[src/hw/ldo_regs_pkg.sv]
// Constants and types for the reference supply and linear regulator bank.
// Assumes a 32-bit AXI4-Lite bus with one register per aligned word.
package ldo_regs_pkg;

  // ==========================================================
  // Register indices; byte address is four times the index
  localparam int ADDR_W = 9;
  localparam logic [7:0] IDX_REF_CTRL = 8'h4A;
  localparam logic [7:0] IDX_REG1_VOLT = 8'h4C;
  localparam logic [7:0] IDX_REG1_CTRL = 8'h4D;
  localparam logic [7:0] IDX_REG2_VOLT = 8'h4F;
  localparam logic [7:0] IDX_REG2_CTRL = 8'h50;
  localparam logic [7:0] IDX_REG3_VOLT = 8'h52;
  localparam logic [7:0] IDX_REG3_CTRL = 8'h53;

  // ==========================================================
  // Field positions inside the control registers
  localparam int BIT_RUN = 0;
  localparam int BIT_STBY = 1;
  localparam int BIT_SLEEP = 2;
  localparam int BIT_LP = 3;
  localparam int BIT_SWITCH = 4;

  // ==========================================================
  // Implemented-bit masks and values after reset
  localparam logic [7:0] REF_CTRL_MASK = 8'h0F;
  localparam logic [7:0] PLAIN_CTRL_MASK = 8'h0F;
  localparam logic [7:0] SWITCH_CTRL_MASK = 8'h1F;
  localparam logic [7:0] WIDE_VOLT_MASK = 8'h1F;
  localparam logic [7:0] NARROW_VOLT_MASK = 8'h0F;
  localparam logic [7:0] RESET_VALUE = 8'h00;

  // ==========================================================
  // Bus responses
  localparam logic [1:0] RESP_OKAY = 2'h0;
  localparam logic [1:0] RESP_SLVERR = 2'h2;

  // Operating mode reported by the power state machine
  typedef enum logic [1:0]
  {
    MODE_RUN,
    MODE_STANDBY,
    MODE_SLEEP,
    MODE_OFF
  } power_mode_e;

endpackage : ldo_regs_pkg

[src/hw/reg_access_if.sv]
// Register access channel between the bus slave and the register bank.
// Assumes both ends sit on the same clock.
`timescale 1ns/1ps
interface reg_access_if;
  import ldo_regs_pkg::*;
  logic wr_en;
  logic [ADDR_W-1:0] wr_addr;
  logic [7:0] wr_data;
  logic wr_hit;
  logic [ADDR_W-1:0] rd_addr;
  logic [7:0] rd_data;
  logic rd_hit;

  modport bus_side
  (
    output wr_en, wr_addr, wr_data, rd_addr,
    input wr_hit, rd_data, rd_hit
  );
  modport bank_side
  (
    input wr_en, wr_addr, wr_data, rd_addr,
    output wr_hit, rd_data, rd_hit
  );
endinterface : reg_access_if

[src/hw/axil_reg_slave.sv]
// AXI4-Lite slave turning bus transfers into single-cycle register access.
// Assumes one write and one read outstanding at most.
`timescale 1ns/1ps
module axil_reg_slave
  import ldo_regs_pkg::*;
(
  // Clock and reset
  input wire logic aclk,
  input wire logic aresetn,
  // Write channels
  input wire logic [ADDR_W-1:0] awaddr,
  input wire logic awvalid,
  output logic awready,
  input wire logic [31:0] wdata,
  input wire logic [3:0] wstrb,
  input wire logic wvalid,
  output logic wready,
  output logic [1:0] bresp,
  output logic bvalid,
  input wire logic bready,
  // Read channels
  input wire logic [ADDR_W-1:0] araddr,
  input wire logic arvalid,
  output logic arready,
  output logic [31:0] rdata,
  output logic [1:0] rresp,
  output logic rvalid,
  input wire logic rready,
  // Bank side
  reg_access_if.bus_side acc
);
  logic aw_full_reg;
  logic w_full_reg;
  logic [ADDR_W-1:0] aw_addr_reg;
  logic [7:0] w_data_reg;
  logic w_lane_reg;
  logic do_write;

  // ==========================================================
  // Write path: address and data taken in either order
  assign awready = !aw_full_reg;
  assign wready = !w_full_reg;
  assign do_write = aw_full_reg && w_full_reg && !bvalid;
  // Lane 0 strobe off means the write changes nothing
  assign acc.wr_en = do_write && w_lane_reg;
  assign acc.wr_addr = aw_addr_reg;
  assign acc.wr_data = w_data_reg;

  always_ff @(posedge aclk)
  begin
    if (!aresetn)
    begin
      aw_full_reg <= 1'b0;
      w_full_reg <= 1'b0;
      aw_addr_reg <= '0;
      w_data_reg <= RESET_VALUE;
      w_lane_reg <= 1'b0;
    end
    else
    begin
      if (awvalid && awready)
      begin
        aw_full_reg <= 1'b1;
        aw_addr_reg <= awaddr;
      end
      if (wvalid && wready)
      begin
        w_full_reg <= 1'b1;
        w_data_reg <= wdata[7:0];
        w_lane_reg <= wstrb[0];
      end
      if (do_write)
      begin
        aw_full_reg <= 1'b0;
        w_full_reg <= 1'b0;
      end
    end
  end

  always_ff @(posedge aclk)
  begin
    if (!aresetn)
    begin
      bvalid <= 1'b0;
      bresp <= RESP_OKAY;
    end
    else if (do_write)
    begin
      bvalid <= 1'b1;
      bresp <= acc.wr_hit ? RESP_OKAY : RESP_SLVERR;
    end
    else if (bready)
      bvalid <= 1'b0;
  end

  // ==========================================================
  // Read path: data captured the edge the address is taken
  assign arready = !rvalid;
  assign acc.rd_addr = araddr;

  always_ff @(posedge aclk)
  begin
    if (!aresetn)
    begin
      rvalid <= 1'b0;
      rdata <= 32'h0000_0000;
      rresp <= RESP_OKAY;
    end
    else if (arvalid && arready)
    begin
      rvalid <= 1'b1;
      rdata <= {24'h00_0000, acc.rd_data};
      rresp <= acc.rd_hit ? RESP_OKAY : RESP_SLVERR;
    end
    else if (rready)
      rvalid <= 1'b0;
  end
endmodule : axil_reg_slave

[src/hw/ldo_vref_control_regs.sv]
// Control register bank for the DDR reference supply and three linear
// regulators. Assumes programmed defaults and the current power mode come
// from logic on the same clock; registers reached over AXI4-Lite.
//
// The AXI4-Lite register port was decided locally.
`timescale 1ns/1ps
module ldo_vref_control_regs
  import ldo_regs_pkg::*;
(
  // Clock and reset
  input wire logic aclk,
  input wire logic aresetn,
  // AXI4-Lite write
  input wire logic [ldo_regs_pkg::ADDR_W-1:0] awaddr,
  input wire logic awvalid,
  output logic awready,
  input wire logic [31:0] wdata,
  input wire logic [3:0] wstrb,
  input wire logic wvalid,
  output logic wready,
  output logic [1:0] bresp,
  output logic bvalid,
  input wire logic bready,
  // AXI4-Lite read
  input wire logic [ldo_regs_pkg::ADDR_W-1:0] araddr,
  input wire logic arvalid,
  output logic arready,
  output logic [31:0] rdata,
  output logic [1:0] rresp,
  output logic rvalid,
  input wire logic rready,
  // Programmed defaults, taken while otp_load is high
  input wire logic otp_load,
  input wire logic otp_ref_run_enable,
  input wire logic [2:0] otp_run_enable,
  input wire logic [1:0] programmed_switch_mode_default,
  input wire logic [4:0] otp_reg1_voltage_code,
  input wire logic [3:0] otp_reg2_voltage_code,
  input wire logic [4:0] otp_reg3_voltage_code,
  // Current mode from the power state machine
  input wire ldo_regs_pkg::power_mode_e power_mode,
  // Reference supply outputs
  output logic ddr_reference_supply_enable,
  output logic ref_supply_low_power,
  // Linear regulator outputs
  output logic [2:0] reg_enable,
  output logic [2:0] reg_low_power,
  output logic reg1_switch_mode,
  output logic reg3_switch_mode,
  output logic [4:0] reg1_voltage_code,
  output logic [3:0] reg2_voltage_code,
  output logic [4:0] reg3_voltage_code
);
  import ldo_regs_pkg::*;

  reg_access_if acc ();

  logic [7:0] ref_ctrl_reg;
  logic [7:0] volt_reg [3];
  logic [7:0] ctrl_reg [3];
  logic [2:0] wr_slot_hit;
  logic [2:0] wr_volt_hit;
  logic wr_ref_hit;
  logic in_run;
  logic in_standby;
  logic in_sleep;

  // ==========================================================
  // Bus slave
  axil_reg_slave u_slave
  (
    .aclk(aclk),
    .aresetn(aresetn),
    .awaddr(awaddr),
    .awvalid(awvalid),
    .awready(awready),
    .wdata(wdata),
    .wstrb(wstrb),
    .wvalid(wvalid),
    .wready(wready),
    .bresp(bresp),
    .bvalid(bvalid),
    .bready(bready),
    .araddr(araddr),
    .arvalid(arvalid),
    .arready(arready),
    .rdata(rdata),
    .rresp(rresp),
    .rvalid(rvalid),
    .rready(rready),
    .acc(acc.bus_side)
  );

  // ==========================================================
  // Address decode, shared by the read and write paths
  function automatic logic [7:0] index_of(input logic [ADDR_W-1:0] a);
    index_of = (a[1:0] == 2'h0) ? 8'(a[ADDR_W-1:2]) : 8'hFF;
  endfunction : index_of

  function automatic logic [7:0] volt_mask(input int n);
    volt_mask = (n == 1) ? NARROW_VOLT_MASK : WIDE_VOLT_MASK;
  endfunction : volt_mask

  function automatic logic [7:0] ctrl_mask(input int n);
    ctrl_mask = (n == 1) ? PLAIN_CTRL_MASK : SWITCH_CTRL_MASK;
  endfunction : ctrl_mask

  function automatic logic [7:0] volt_index(input int n);
    volt_index = (n == 0) ? IDX_REG1_VOLT :
                 (n == 1) ? IDX_REG2_VOLT : IDX_REG3_VOLT;
  endfunction : volt_index

  function automatic logic [7:0] ctrl_index(input int n);
    ctrl_index = (n == 0) ? IDX_REG1_CTRL :
                 (n == 1) ? IDX_REG2_CTRL : IDX_REG3_CTRL;
  endfunction : ctrl_index

  assign wr_ref_hit = index_of(acc.wr_addr) == IDX_REF_CTRL;
  assign acc.wr_hit = wr_ref_hit || (|wr_slot_hit) || (|wr_volt_hit);

  // ==========================================================
  // Reference supply control
  // programmed load, then software
  always_ff @(posedge aclk)
  begin
    if (!aresetn)
      ref_ctrl_reg <= RESET_VALUE;
    else if (otp_load)
    begin
      ref_ctrl_reg <= RESET_VALUE;
      ref_ctrl_reg[BIT_RUN] <= otp_ref_run_enable;
      ref_ctrl_reg[BIT_STBY] <= otp_ref_run_enable;
    end
    else if (acc.wr_en && wr_ref_hit)
      ref_ctrl_reg <= acc.wr_data & REF_CTRL_MASK;
  end

  // ==========================================================
  // Linear regulators: voltage and control per instance
  genvar g;
  generate
    for (g = 0; g < 3; g++)
    begin : g_reg
      assign wr_volt_hit[g] = index_of(acc.wr_addr) == volt_index(g);
      assign wr_slot_hit[g] = index_of(acc.wr_addr) == ctrl_index(g);

      always_ff @(posedge aclk)
      begin
        if (!aresetn)
          volt_reg[g] <= RESET_VALUE;
        else if (otp_load)
        begin
          if (g == 0)
            volt_reg[g] <= {3'h0, otp_reg1_voltage_code};
          else if (g == 1)
            volt_reg[g] <= {4'h0, otp_reg2_voltage_code};
          else
            volt_reg[g] <= {3'h0, otp_reg3_voltage_code};
        end
        else if (acc.wr_en && wr_volt_hit[g])
          volt_reg[g] <= acc.wr_data & volt_mask(g);
      end

      always_ff @(posedge aclk)
      begin
        if (!aresetn)
          ctrl_reg[g] <= RESET_VALUE;
        else if (otp_load)
        begin
          ctrl_reg[g] <= RESET_VALUE;
          // run enable from the programmed sequence
          ctrl_reg[g][BIT_RUN] <= otp_run_enable[g];
          ctrl_reg[g][BIT_STBY] <= otp_run_enable[g];
          if (g != 1)
            ctrl_reg[g][BIT_SWITCH] <=
              programmed_switch_mode_default[g / 2];
        end
        else if (acc.wr_en && wr_slot_hit[g])
        begin
          ctrl_reg[g] <= acc.wr_data & ctrl_mask(g);
          // a set switch bit cannot be cleared
          if (g != 1 && ctrl_reg[g][BIT_SWITCH])
            ctrl_reg[g][BIT_SWITCH] <= 1'b1;
        end
      end

      assign reg_enable[g] =
        (in_run && ctrl_reg[g][BIT_RUN]) ||
        (in_standby && ctrl_reg[g][BIT_STBY]) ||
        (in_sleep && ctrl_reg[g][BIT_SLEEP]);
      assign reg_low_power[g] =
        ctrl_reg[g][BIT_LP] && (in_standby || in_sleep);
    end
  endgenerate

  // ==========================================================
  // Mode gating and outputs
  assign in_run = power_mode == MODE_RUN;
  assign in_standby = power_mode == MODE_STANDBY;
  assign in_sleep = power_mode == MODE_SLEEP;

  // standby and sleep also need the main enable
  assign ddr_reference_supply_enable = ref_ctrl_reg[BIT_RUN] &&
    (in_run || (in_standby && ref_ctrl_reg[BIT_STBY]) ||
     (in_sleep && ref_ctrl_reg[BIT_SLEEP]));
  assign ref_supply_low_power = ref_ctrl_reg[BIT_LP];

  // switch bit drives the pass device fully on
  assign reg1_switch_mode = ctrl_reg[0][BIT_SWITCH];
  assign reg3_switch_mode = ctrl_reg[2][BIT_SWITCH];
  assign reg1_voltage_code = volt_reg[0][4:0];
  assign reg2_voltage_code = volt_reg[1][3:0];
  assign reg3_voltage_code = volt_reg[2][4:0];

  // ==========================================================
  // Read mux; stored values are already masked
  always_comb
  begin
    acc.rd_data = RESET_VALUE;
    acc.rd_hit = 1'b1;
    case (index_of(acc.rd_addr))
      IDX_REF_CTRL: acc.rd_data = ref_ctrl_reg;
      IDX_REG1_VOLT: acc.rd_data = volt_reg[0];
      IDX_REG1_CTRL: acc.rd_data = ctrl_reg[0];
      IDX_REG2_VOLT: acc.rd_data = volt_reg[1];
      IDX_REG2_CTRL: acc.rd_data = ctrl_reg[1];
      IDX_REG3_VOLT: acc.rd_data = volt_reg[2];
      IDX_REG3_CTRL: acc.rd_data = ctrl_reg[2];
      default: acc.rd_hit = 1'b0;
    endcase
  end

  // ==========================================================
  // Checks
  ref_run_on_a:
  assert property (@(posedge aclk) disable iff (!aresetn)
    in_run |-> ddr_reference_supply_enable == ref_ctrl_reg[BIT_RUN])
  else $error("reference run enable mismatch");

  ref_standby_on_a:
  assert property (@(posedge aclk) disable iff (!aresetn)
    (in_standby && ddr_reference_supply_enable) |->
      (ref_ctrl_reg[BIT_RUN] && ref_ctrl_reg[BIT_STBY]))
  else $error("reference on in standby without both bits");

  ref_sleep_on_a:
  assert property (@(posedge aclk) disable iff (!aresetn)
    in_sleep |-> ddr_reference_supply_enable ==
      (ref_ctrl_reg[BIT_RUN] && ref_ctrl_reg[BIT_SLEEP]))
  else $error("reference sleep enable mismatch");

  ref_low_power_a:
  assert property (@(posedge aclk) disable iff (!aresetn)
    (acc.wr_en && wr_ref_hit && !otp_load) |=>
      ref_supply_low_power == $past(acc.wr_data[BIT_LP]))
  else $error("reference low power not written");

  wide_code_load_a:
  assert property (@(posedge aclk) disable iff (!aresetn)
    otp_load |=> (reg1_voltage_code == $past(otp_reg1_voltage_code)
      && volt_reg[2][7:5] == 3'h0))
  else $error("wide voltage code not loaded");

  narrow_code_a:
  assert property (@(posedge aclk) disable iff (!aresetn)
    (acc.wr_en && wr_volt_hit[1] && !otp_load) |=>
      volt_reg[1] == {4'h0, $past(acc.wr_data[3:0])})
  else $error("narrow voltage code wrong");

  run_clear_off_a:
  assert property (@(posedge aclk) disable iff (!aresetn)
    (acc.wr_en && wr_slot_hit[1] && !acc.wr_data[BIT_RUN]
      && !otp_load) ##1 in_run |-> !reg_enable[1])
  else $error("cleared regulator still on in run");

  standby_default_a:
  assert property (@(posedge aclk) disable iff (!aresetn)
    otp_load |=> ctrl_reg[0][BIT_STBY] == ctrl_reg[0][BIT_RUN])
  else $error("standby default differs from run");

  sleep_gate_a:
  assert property (@(posedge aclk) disable iff (!aresetn)
    in_sleep |-> reg_enable[2] == ctrl_reg[2][BIT_SLEEP])
  else $error("sleep enable mismatch");

  low_power_mode_a:
  assert property (@(posedge aclk) disable iff (!aresetn)
    reg_low_power[0] |-> (!in_run && ctrl_reg[0][BIT_LP]))
  else $error("low power outside standby or sleep");

  switch_sticky_a:
  assert property (@(posedge aclk) disable iff (!aresetn)
    (reg3_switch_mode && !otp_load) |=> reg3_switch_mode)
  else $error("switch mode cleared by software");

  switch_out_a:
  assert property (@(posedge aclk) disable iff (!aresetn)
    (acc.wr_en && wr_slot_hit[0] && acc.wr_data[BIT_SWITCH] && !otp_load)
      |=> reg1_switch_mode)
  else $error("switch output not set by its bit");

  unused_zero_a:
  assert property (@(posedge aclk) disable iff (!aresetn)
    ((ref_ctrl_reg & ~REF_CTRL_MASK) == 8'h00) &&
    ((ctrl_reg[1] & ~PLAIN_CTRL_MASK) == 8'h00))
  else $error("unused bits set");

  ref_default_a:
  assert property (@(posedge aclk) disable iff (!aresetn)
    otp_load |=> ref_ctrl_reg[BIT_RUN] == $past(otp_ref_run_enable))
  else $error("reference run default not loaded");

  narrow_code_load_a:
  assert property (@(posedge aclk) disable iff (!aresetn)
    otp_load |=> reg2_voltage_code == $past(otp_reg2_voltage_code))
  else $error("narrow voltage code not loaded");

  run_default_a:
  assert property (@(posedge aclk) disable iff (!aresetn)
    otp_load |=> ctrl_reg[2][BIT_RUN] == $past(otp_run_enable[2]))
  else $error("run enable default not loaded");

  reg1_sticky_a:
  assert property (@(posedge aclk) disable iff (!aresetn)
    (reg1_switch_mode && !otp_load) |=> reg1_switch_mode)
  else $error("regulator one switch mode cleared");

  switch_set_a:
  assert property (@(posedge aclk) disable iff (!aresetn)
    (acc.wr_en && wr_slot_hit[2] && acc.wr_data[BIT_SWITCH] && !otp_load)
      |=> reg3_switch_mode)
  else $error("switch mode not settable");

endmodule : ldo_vref_control_regs

[config.mk]
export PLATFORM = sky130hd
export DESIGN_NAME = ldo_vref_control_regs
export DESIGN_NICKNAME = d
export VERILOG_FILES = /design/src/hw/ldo_regs_pkg.sv /design/src/hw/reg_access_if.sv /design/src/hw/axil_reg_slave.sv /design/src/hw/ldo_vref_control_regs.sv
export SDC_FILE = /design/constraint.sdc
export NUM_CORES = 1
export LEC_CHECK = 0
export BUFFER_PORTS_ARGS = -buffer_cell sky130_fd_sc_hd__buf_2
export CAP_MARGIN = 20
export CORE_MARGIN = 4
export CORE_UTILIZATION = 40
export DETAILED_ROUTE_END_ITERATION = 16
export PLACE_DENSITY = 0.78
export SYNTH_ARGS = -nofsm -noshare
export SYNTH_HDL_FRONTEND = slang
export SYNTH_SLANG_ARGS = --single-unit
export TNS_END_PERCENT = 100
[constraint.sdc]
create_clock -name aclk -period 5 [get_ports aclk]
set_input_delay 0.5 -clock aclk [delete_from_list [all_inputs] [get_ports aclk]]
set_output_delay 0.5 -clock aclk [all_outputs]
set_load 0.05 [all_outputs]
==> results of run 1 <==
## layer usage
metal	share of wire [%]	global-route usage, %	vias up
met5	0	0	-
met1	42	23.2	1257
met3	9.3	5.96	11
met2	47	29.0	140
met4	1.7	5.86	0
li1	-	-	1324
## metrics by stage
step | setup WS [ns] | hold slack (ns)
floorplan | 2.85 | 0.439
global placement | 2.18 | 0.433
detailed placement | 2.08 | 0.440
CTS | 2.44 | 0.363
global route | 2.16 | 0.373
finish | 2.37 | 0.376
## worst paths after layout
check | slack (ns) | startpoint | end
setup reg to reg | 2.53 | u_slave.acc.wr_addr[0] | volt_reg[2][4]
hold reg to reg | 0.45 | u_slave.rdata[1] | u_slave.rdata[1]
hold / removal | 0.38 | wvalid | u_slave.w_full_reg
setup / recovery | 2.37 | aresetn | volt_reg[2][4]
## cell usage after synthesis, types with 2 or more instances
library cell and count:
a222oi_1 6, a221oi_1 2, edfxtp_1 28, nand3_1 2, or4b_4 2, or4_1 2, a211oi_1 2, buf_4 30
a21oi_1 5, dfxtp_1 30, and3b_1 2, a22o_1 24, a21boi_0 10, o22ai_1 2, ha_1 3, nand4_1 2
o21ai_0 15, and2_1 11, nor2b_1 12, nor3_1 3, nand2b_1 10, nor2_1 17, nand2_1 39, nand3b_1 2
mux2i_1 13, o221ai_1 2, clkbuf_1 10, and2_0 2, inv_1 9, and3_1 3, a22oi_1 4, nor4_1 4
buf_2 3, nor2_2 2
## worst max-delay path, delay by kind of cell
kind | cells | cell delay (ns)
AOI/OAI and AO/OA | 1 | 0.78
buffers and inverters | 1 | 0.34
and+or+nand+nor | 2 | 0.96
## cell families (layout without fill, tap and decap cells)
kind of cell,count (synthesis),after routing,synth area share [%]
adders and majority gates,3,3,1.17
muxes,14,14,4.40
other,1,29,0.117
AOI/OAI and AO/OA,78,78,18.3
buffers and inverters,54,115,10.2
DFF,58,58,44.8
and+or+nand+nor,123,123,21.0
## cell type report
| class | count | area [sq um] | share of cell area [%] |
|---|---|---|---|
| clock buffer | 13 | 180 | 4.70 |
| clock inverter | 3 | 42.5 | 1.11 |
| inverter | 9 | 33.8 | 0.881 |
| multi-input combinational | 247 | 1550 | 40.5 |
| sequential | 58 | 1440 | 37.6 |
| tap | 102 | 128 | 3.33 |
| timing repair buffer | 90 | 457 | 11.9 |
## report_power, final
part	total (mW)	leakage, nW	switching (mW)	internal (mW)
logic	0.248	1.01	0.184	0.0647
registers	0.558	0.549	0.0294	0.528
clock network	0.477	0.116	0.189	0.289
total	1.28	1.68	0.402	0.881
## placed cells by master, fill, tap and decap left out, types with 5 or more instances in the layout
| cell | count |
|---|---|
| a222oi_1 | 6 |
| mux2i_1 | 13 |
| conb_1 | 29 |
| nor2b_1 | 12 |
| a21boi_0 | 10 |
| nand2b_1 | 10 |
| inv_1 | 9 |
| dfxtp_1 | 30 |
| edfxtp_1 | 28 |
| a22o_1 | 24 |
| a21oi_1 | 5 |
| clkbuf_8 | 11 |
| nand2_1 | 39 |
| buf_2 | 89 |
| and2_1 | 11 |
| o21ai_0 | 15 |
| nor2_1 | 17 |
==> qor.txt, run 1 <==
Outcome -> complete, no violations
Num ports -> 149
Number of global-route vias before repair -> 2594
R2R depth -> 4
Hpwl dp -> 6.79 mm
Rows -> 32
Pin slew with the least headroom to its limit -> 0.872 ns
Initial drt markers -> 134
Ranking of synthesized cells by area -> edfxtp_1, dfxtp_1, buf_4
Synth Instances -> 331
Netlist cell types -> 52
NumNets Final -> 502
Clk pin slew, worst setup/hold paths -> 0.07 ns
Yosys reg bits -> 58
Placed cell count -> 505
Synth warn -> 0
Routed wire length -> 8.68 mm
CTS tree -> built
Tmin final -> 2.63 ns
Placed cell area -> 3600 sq um
Gr usage total -> 18.2%
Final Skew -> 0.0131 ns
Hold depth -> 3
First-pass GRT wire length -> 13.6 mm
WL/cell -> 16.6 um
Core Box Area -> 7770 sq um
Initial core utilization -> 41.4%
Lkg Pwr -> 1.68 nW
Relative slew slack -> 41.2%
Final hold vios -> 0
Width of the die -> 97.7 um
Worst IR Drop VDD -> 186 uV
Fmax -> 381 MHz
Synth Area per Inst -> 9.72 sq um
CP peak stage delay -> 0.78 ns
Layout cells sized above 1 -> 26.9%
DRT antenna net count -> 0
Post-synth top area share -> 26.1%
Setup TNS -> 0 ns
Number of non-filler instances in the completed layout -> 522
CP cell instances -> buf_2 -> nor2b_1 -> nand4_1 -> o21ai_0
Final Max Slew Viols -> 0
Critical path class -> input port to flip-flop
H-Tree Depth -> 3
Final core utilization -> 49.4%
Dominant cell type by area after synthesis -> edfxtp_1
TritonCTS Sinks -> 58
Design area -> 3830 sq um
Chip height -> 97.7 um
Grt ovf -> 0
CP max stage cell -> o21ai_0
Later-pin clock latency in the skew report -> 0.34 ns
Top_reg_cell synth -> dfxtp_1
DRC Markers -> 0
Gp weighted congestion -> 0.890
CTS root buf -> clkbuf_8
Number of synthesized flops with an enable pin -> 28
Power per cell area -> 335 nW/um^2
Largest net degree at the start of global routing -> 29
CP required -> 4.96 ns
Area delta synth->final -> 19.2%
Ys async rst share -> 0%
DRT Pass-1 Iters -> 5
Hold_buf cts -> 0
CTS buffer count -> 9
Post-Synthesis Cell Area -> 3220 sq um
Tcrit/Tclk final -> 52.5%
RSZ-0062 raised after global routing -> no
Die area -> 9540 sq um
Final Setup Violations -> 0
Bufs on Longest Clock Path -> 2
Fill cells -> 772
Drt via density -> 5.23
CTS resizes -> 0
Total Power -> 1.28 mW
Input/output buffers -> 89
Worst EP arrival -> 2.59 ns
Setup crit start kind -> input port
CP Capture Type -> flip-flop
Hold Path Class -> input port to flip-flop
Initial antenna violation count -> 0
Post-CTS setup buffers -> 0
Via count -> 2732
Sequential element share of the synthesized area -> 44.8%
Inserted Diodes -> 0
Max-cap check violation count -> 0
Worst Path Max Fanout -> 28
Power figures use the tool's default switching activity.
==> run 2: changes to the inputs <==
Settings changed: PLACE_DENSITY 0.78 to 0.81.
Clock period 5 ns to 2.35 ns, I/O delays scaled along.
==> qor.txt, run 2 (synthesis gave the netlist of run 1 again) <==
Lkg Pwr -> 1.72 nW
Fill cells -> 729
Rows -> 32
Final hold vios -> 0
Worst Path Max Fanout -> 6
Area delta synth->final -> 21.8%
Clk pin slew, worst setup/hold paths -> 0.07 ns
Gp weighted congestion -> 0.900
Pin slew with the least headroom to its limit -> 0.629 ns
CTS resizes -> 0
TritonCTS Sinks -> 58
Initial drt markers -> 197
Worst EP arrival -> 2.05 ns
Tcrit/Tclk final -> 86.0%
H-Tree Depth -> 3
DRT Pass-1 Iters -> 5
Chip height -> 97.7 um
CTS buffer count -> 9
Input/output buffers -> 89
Inserted Diodes -> 0
Fmax -> 495 MHz
Layout cells sized above 1 -> 28.5%
Gr usage total -> 17.0%
Hpwl dp -> 6.74 mm
Setup TNS -> 0 ns
CP Capture Type -> flip-flop
CTS tree -> built
R2R setup slack -> 0.33 ns
Worst hold margin -> 0.122 ns
Initial antenna violation count -> 0
Hold_buf cts -> 0
Power per cell area -> 717 nW/um^2
CTS root buf -> clkbuf_8
Placed cell count -> 514
Most crowded layer after global routing -> met2
Post-CTS setup buffers -> 0
Number of global-route vias before repair -> 2643
Max-cap check violation count -> 0
First-pass GRT wire length -> 12.9 mm
Initial core utilization -> 41.4%
Post-route setup slack -> 0.329 ns
Relative slew slack -> 58.0%
Placed cell area -> 3670 sq um
Later-pin clock latency in the skew report -> 0.33 ns
Width of the die -> 97.7 um
Num ports -> 149
Met1 global-route usage -> 19.5%
Number of non-filler instances in the completed layout -> 530
Drt via density -> 5.19
Routed wire length -> 8.36 mm
CP required -> 2.38 ns
Design area -> 3920 sq um
M2 GR Usage -> 29.7%
RSZ-0062 raised after global routing -> no
Met3 GRT Util -> 6.53%
WL/cell -> 15.8 um
Critical path class -> flip-flop to flip-flop
Largest net degree at the start of global routing -> 27
Final core utilization -> 50.5%
Tmin final -> 2.02 ns
Bufs on Longest Clock Path -> 2
Outcome -> complete, no violations
Final Max Slew Viols -> 0
Hold Path Class -> input port to flip-flop
Die area -> 9540 sq um
NumNets Final -> 510
Dpl ws -> 0.343 ns
Total Power -> 2.81 mW
Worst IR Drop VDD -> 425 uV
DRC Markers -> 0
Commonest non-fill, non-tap cell in the layout -> buf_2
Via count -> 2749
Commonest non-fill, non-tap cells in the layout -> buf_2, nand2_1, dfxtp_1
Core Box Area -> 7770 sq um
Final Setup Violations -> 0
Grt ovf -> 0
Setup crit start kind -> flip-flop
Final Skew -> 0.00878 ns
DRT antenna net count -> 0
==> run 2: cell count changes in the layout (fill, tap and decap cells not counted), sizes merged <==
cell	before	now
buf	90	98
inv	11	9
clkinv	0	2
clkbuf	13	12
clkinvlp	0	1
==> run 2: worst paths after layout <==
kind	from	to	cells after the start
max	u_slave.acc.wr_addr[0]	ctrl_reg[0][0]	5
min	wvalid	u_slave.w_full_reg	3
max reg2reg	u_slave.acc.wr_addr[0]	ctrl_reg[0][0]	5
min reg2reg	u_slave.rdata[1]	u_slave.rdata[1]	2
==> run 2: metal layers <==
metal	wire (um)	part of all wire, %
met1	3300	39
met4	86	1.0
met5	0	0
met2	4040	48
met3	937	11
==> run 2: layout make-up <==
type,instances,area (sq um),share of cell area (%)
Multi-Input combinational cell,247,1550,39.6
Sequential cell,58,1440,36.8
Timing Repair Buffer,98,513,13.1
Clock buffer,12,199,5.08
Tap cell,102,128,3.26
Clock inverter,4,51.3,1.31
Inverter,9,33.8,0.862
==> run 2: worst max-delay path, stage by stage (launching register included) <==
cell and delay, ns:
dfxtp_1 0.35, or4b_4 0.56, nand4bb_1 0.30, nor2_1 0.22, nand2_1 0.12, nand2_1 0.17
==> run 2: where the power goes <==
part / total, mW / switching, mW / internal (mW) / leakage [nW]
clock network: 1.09 / 0.405 / 0.683 / 0.124
logic: 0.535 / 0.390 / 0.145 / 1.05
registers: 1.19 / 0.0620 / 1.12 / 0.549
==> run 3: changes to the inputs <==
Settings changed: HOLD_SLACK_MARGIN from default to 0.15.
==> qor.txt, run 3 (synthesis gave the netlist of run 1 again) <==
Power per cell area -> 708 nW/um^2
Placed cell count -> 514
Initial core utilization -> 41.4%
R2R depth -> 5
Sw frac -> 30.5%
Reg power frac -> 42.1%
Number of global-route vias before repair -> 2691
Outcome -> complete, no violations
DRT antenna net count -> 0
Bufs on Longest Clock Path -> 2
WL/cell -> 15.7 um
Initial antenna violation count -> 0
Input/output buffers -> 89
DRT Pass-1 Iters -> 5
Gp weighted congestion -> 0.900
Commonest non-fill, non-tap cell in the layout -> buf_2
Tcrit/Tclk final -> 85.8%
CP Capture Type -> flip-flop
Worst IR Drop VDD -> 429 uV
Drt via density -> 5.16
Final Setup Violations -> 0
First-pass GRT wire length -> 13.1 mm
Comb power frac -> 19.3%
Chip height -> 97.7 um
RSZ-0062 raised after global routing -> no
CP peak stage delay -> 0.56 ns
Worst Path Max Fanout -> 6
H-Tree Depth -> 3
Worst EP arrival -> 2.05 ns
Clock power share -> 38.6%
Final Skew -> 0.00862 ns
Net switching power -> 0.858 mW
Via count -> 2768
Routed wire length -> 8.43 mm
Hold depth -> 3
Core Box Area -> 7770 sq um
Initial drt markers -> 198
Hpwl dp -> 6.74 mm
Largest net degree at the start of global routing -> 27
CP cell instances -> or4b_4 -> nand4bb_1 -> nor2_1 -> nand2_1 -> nand2_1
Die area -> 9540 sq um
CP required -> 2.38 ns
Num ports -> 149
Grt ovf -> 0
Tmin final -> 2.02 ns
Inserted Diodes -> 0
Gr usage total -> 17.2%
Relative slew slack -> 58.2%
Top cell by count, worst path -> nand2_1
Later-pin clock latency in the skew report -> 0.33 ns
DRC Markers -> 0
Final core utilization -> 51.2%
Width of the die -> 97.7 um
Fmax -> 496 MHz
Clk pin slew, worst setup/hold paths -> 0.07 ns
Pin slew with the least headroom to its limit -> 0.625 ns
Layout cells sized above 1 -> 28.1%
Critical path class -> flip-flop to flip-flop
Max-cap check violation count -> 0
Setup crit start kind -> flip-flop
Rows -> 32
CTS buffer count -> 9
Final hold vios -> 0
CTS root buf -> clkbuf_8
TritonCTS Sinks -> 58
Hold Path Class -> input port to flip-flop
Lkg Pwr -> 1.75 nW
Final Max Slew Viols -> 0
Buffers and inverters on the worst path -> 0
Cell count along the critical path -> 5
Number of non-filler instances in the completed layout -> 536
Int Power -> 1.96 mW
CTS tree -> built
Largest delay contributor family on the critical path -> simple AND/OR/NAND/NOR gates
Post-CTS setup buffers -> 0
Commonest non-fill, non-tap cells in the layout -> buf_2, nand2_1, dfxtp_1
NumNets Final -> 516
Area delta synth->final -> 23.7%
Setup TNS -> 0 ns
CP max stage cell -> or4b_4
-- run 3: cell types whose count changed in the layout (fill, tap and decap cells not counted), sizes merged --
cell / delta
dlygate4sd3: +6
-- run 3: final timing paths --
kind,start,end,slack (ns)
setup / recovery,u_slave.acc.wr_addr[0],ctrl_reg[0][0],0.33
hold / removal,awaddr[8],u_slave.acc.wr_addr[8],0.16
setup reg to reg,u_slave.acc.wr_addr[0],ctrl_reg[0][0],0.33
hold reg to reg,u_slave.rdata[4],u_slave.rdata[4],0.46
-- run 3: worst min-delay path: cells and delay by family --
family | cells | cell delay [ns]
compound gates | 1 | 0.06
buf+inv | 1 | 0.10
simple gates | 1 | 0.04
-- run 3: per-stage QoR --
step / total power, mW / area [sq um] / hold slack (ns) / setup slack [ns]
floorplan: 1.62 / 3320 / 0.351 / 0.333
global placement: 1.73 / 3670 / 0.432 / 0.401
detailed placement: 1.74 / 3670 / 0.450 / 0.343
CTS: 2.83 / 3980 / 0.151 / 0.332
global route: 2.92 / 3980 / 0.151 / 0.211
finish: 2.82 / 3980 / 0.157 / 0.334
-- run 3: what timing repair did --
action	4_1_cts	5_1_grt
resized for setup	0	0
hold buffers	6	0
endpoints found under the hold margin	6	0
-- run 3: final cells by class --
class                           instances  area [sq um]
Inverter                                9          33.8
Clock buffer                           12           199
Sequential cell                        58          1440
Timing Repair Buffer                  104           573
Tap cell                              102           128
Fill cell                             720          3790
Multi-Input combinational cell        247          1550
Clock inverter                          4          51.3
-- run 3: per-layer routing --
layer | vias to the layer above | track usage [%] | wire, um
li1 | 1348 | - | -
met1 | 1255 | 19.7 | 3340
met2 | 156 | 30.2 | 4060
met3 | 9 | 6.53 | 937
met4 | 0 | 4.26 | 87
met5 | - | 0 | 0
-- run 3: power by group through the flow --
stage	Sequential [mW]	Combinational, mW	Clock, mW
after floorplan	1.28	0.347	0
final	1.19	0.543	1.09
after detailed placement	1.21	0.532	0
after CTS	1.18	0.541	1.10
after global placement	1.21	0.525	0
after global routing	1.19	0.576	1.15
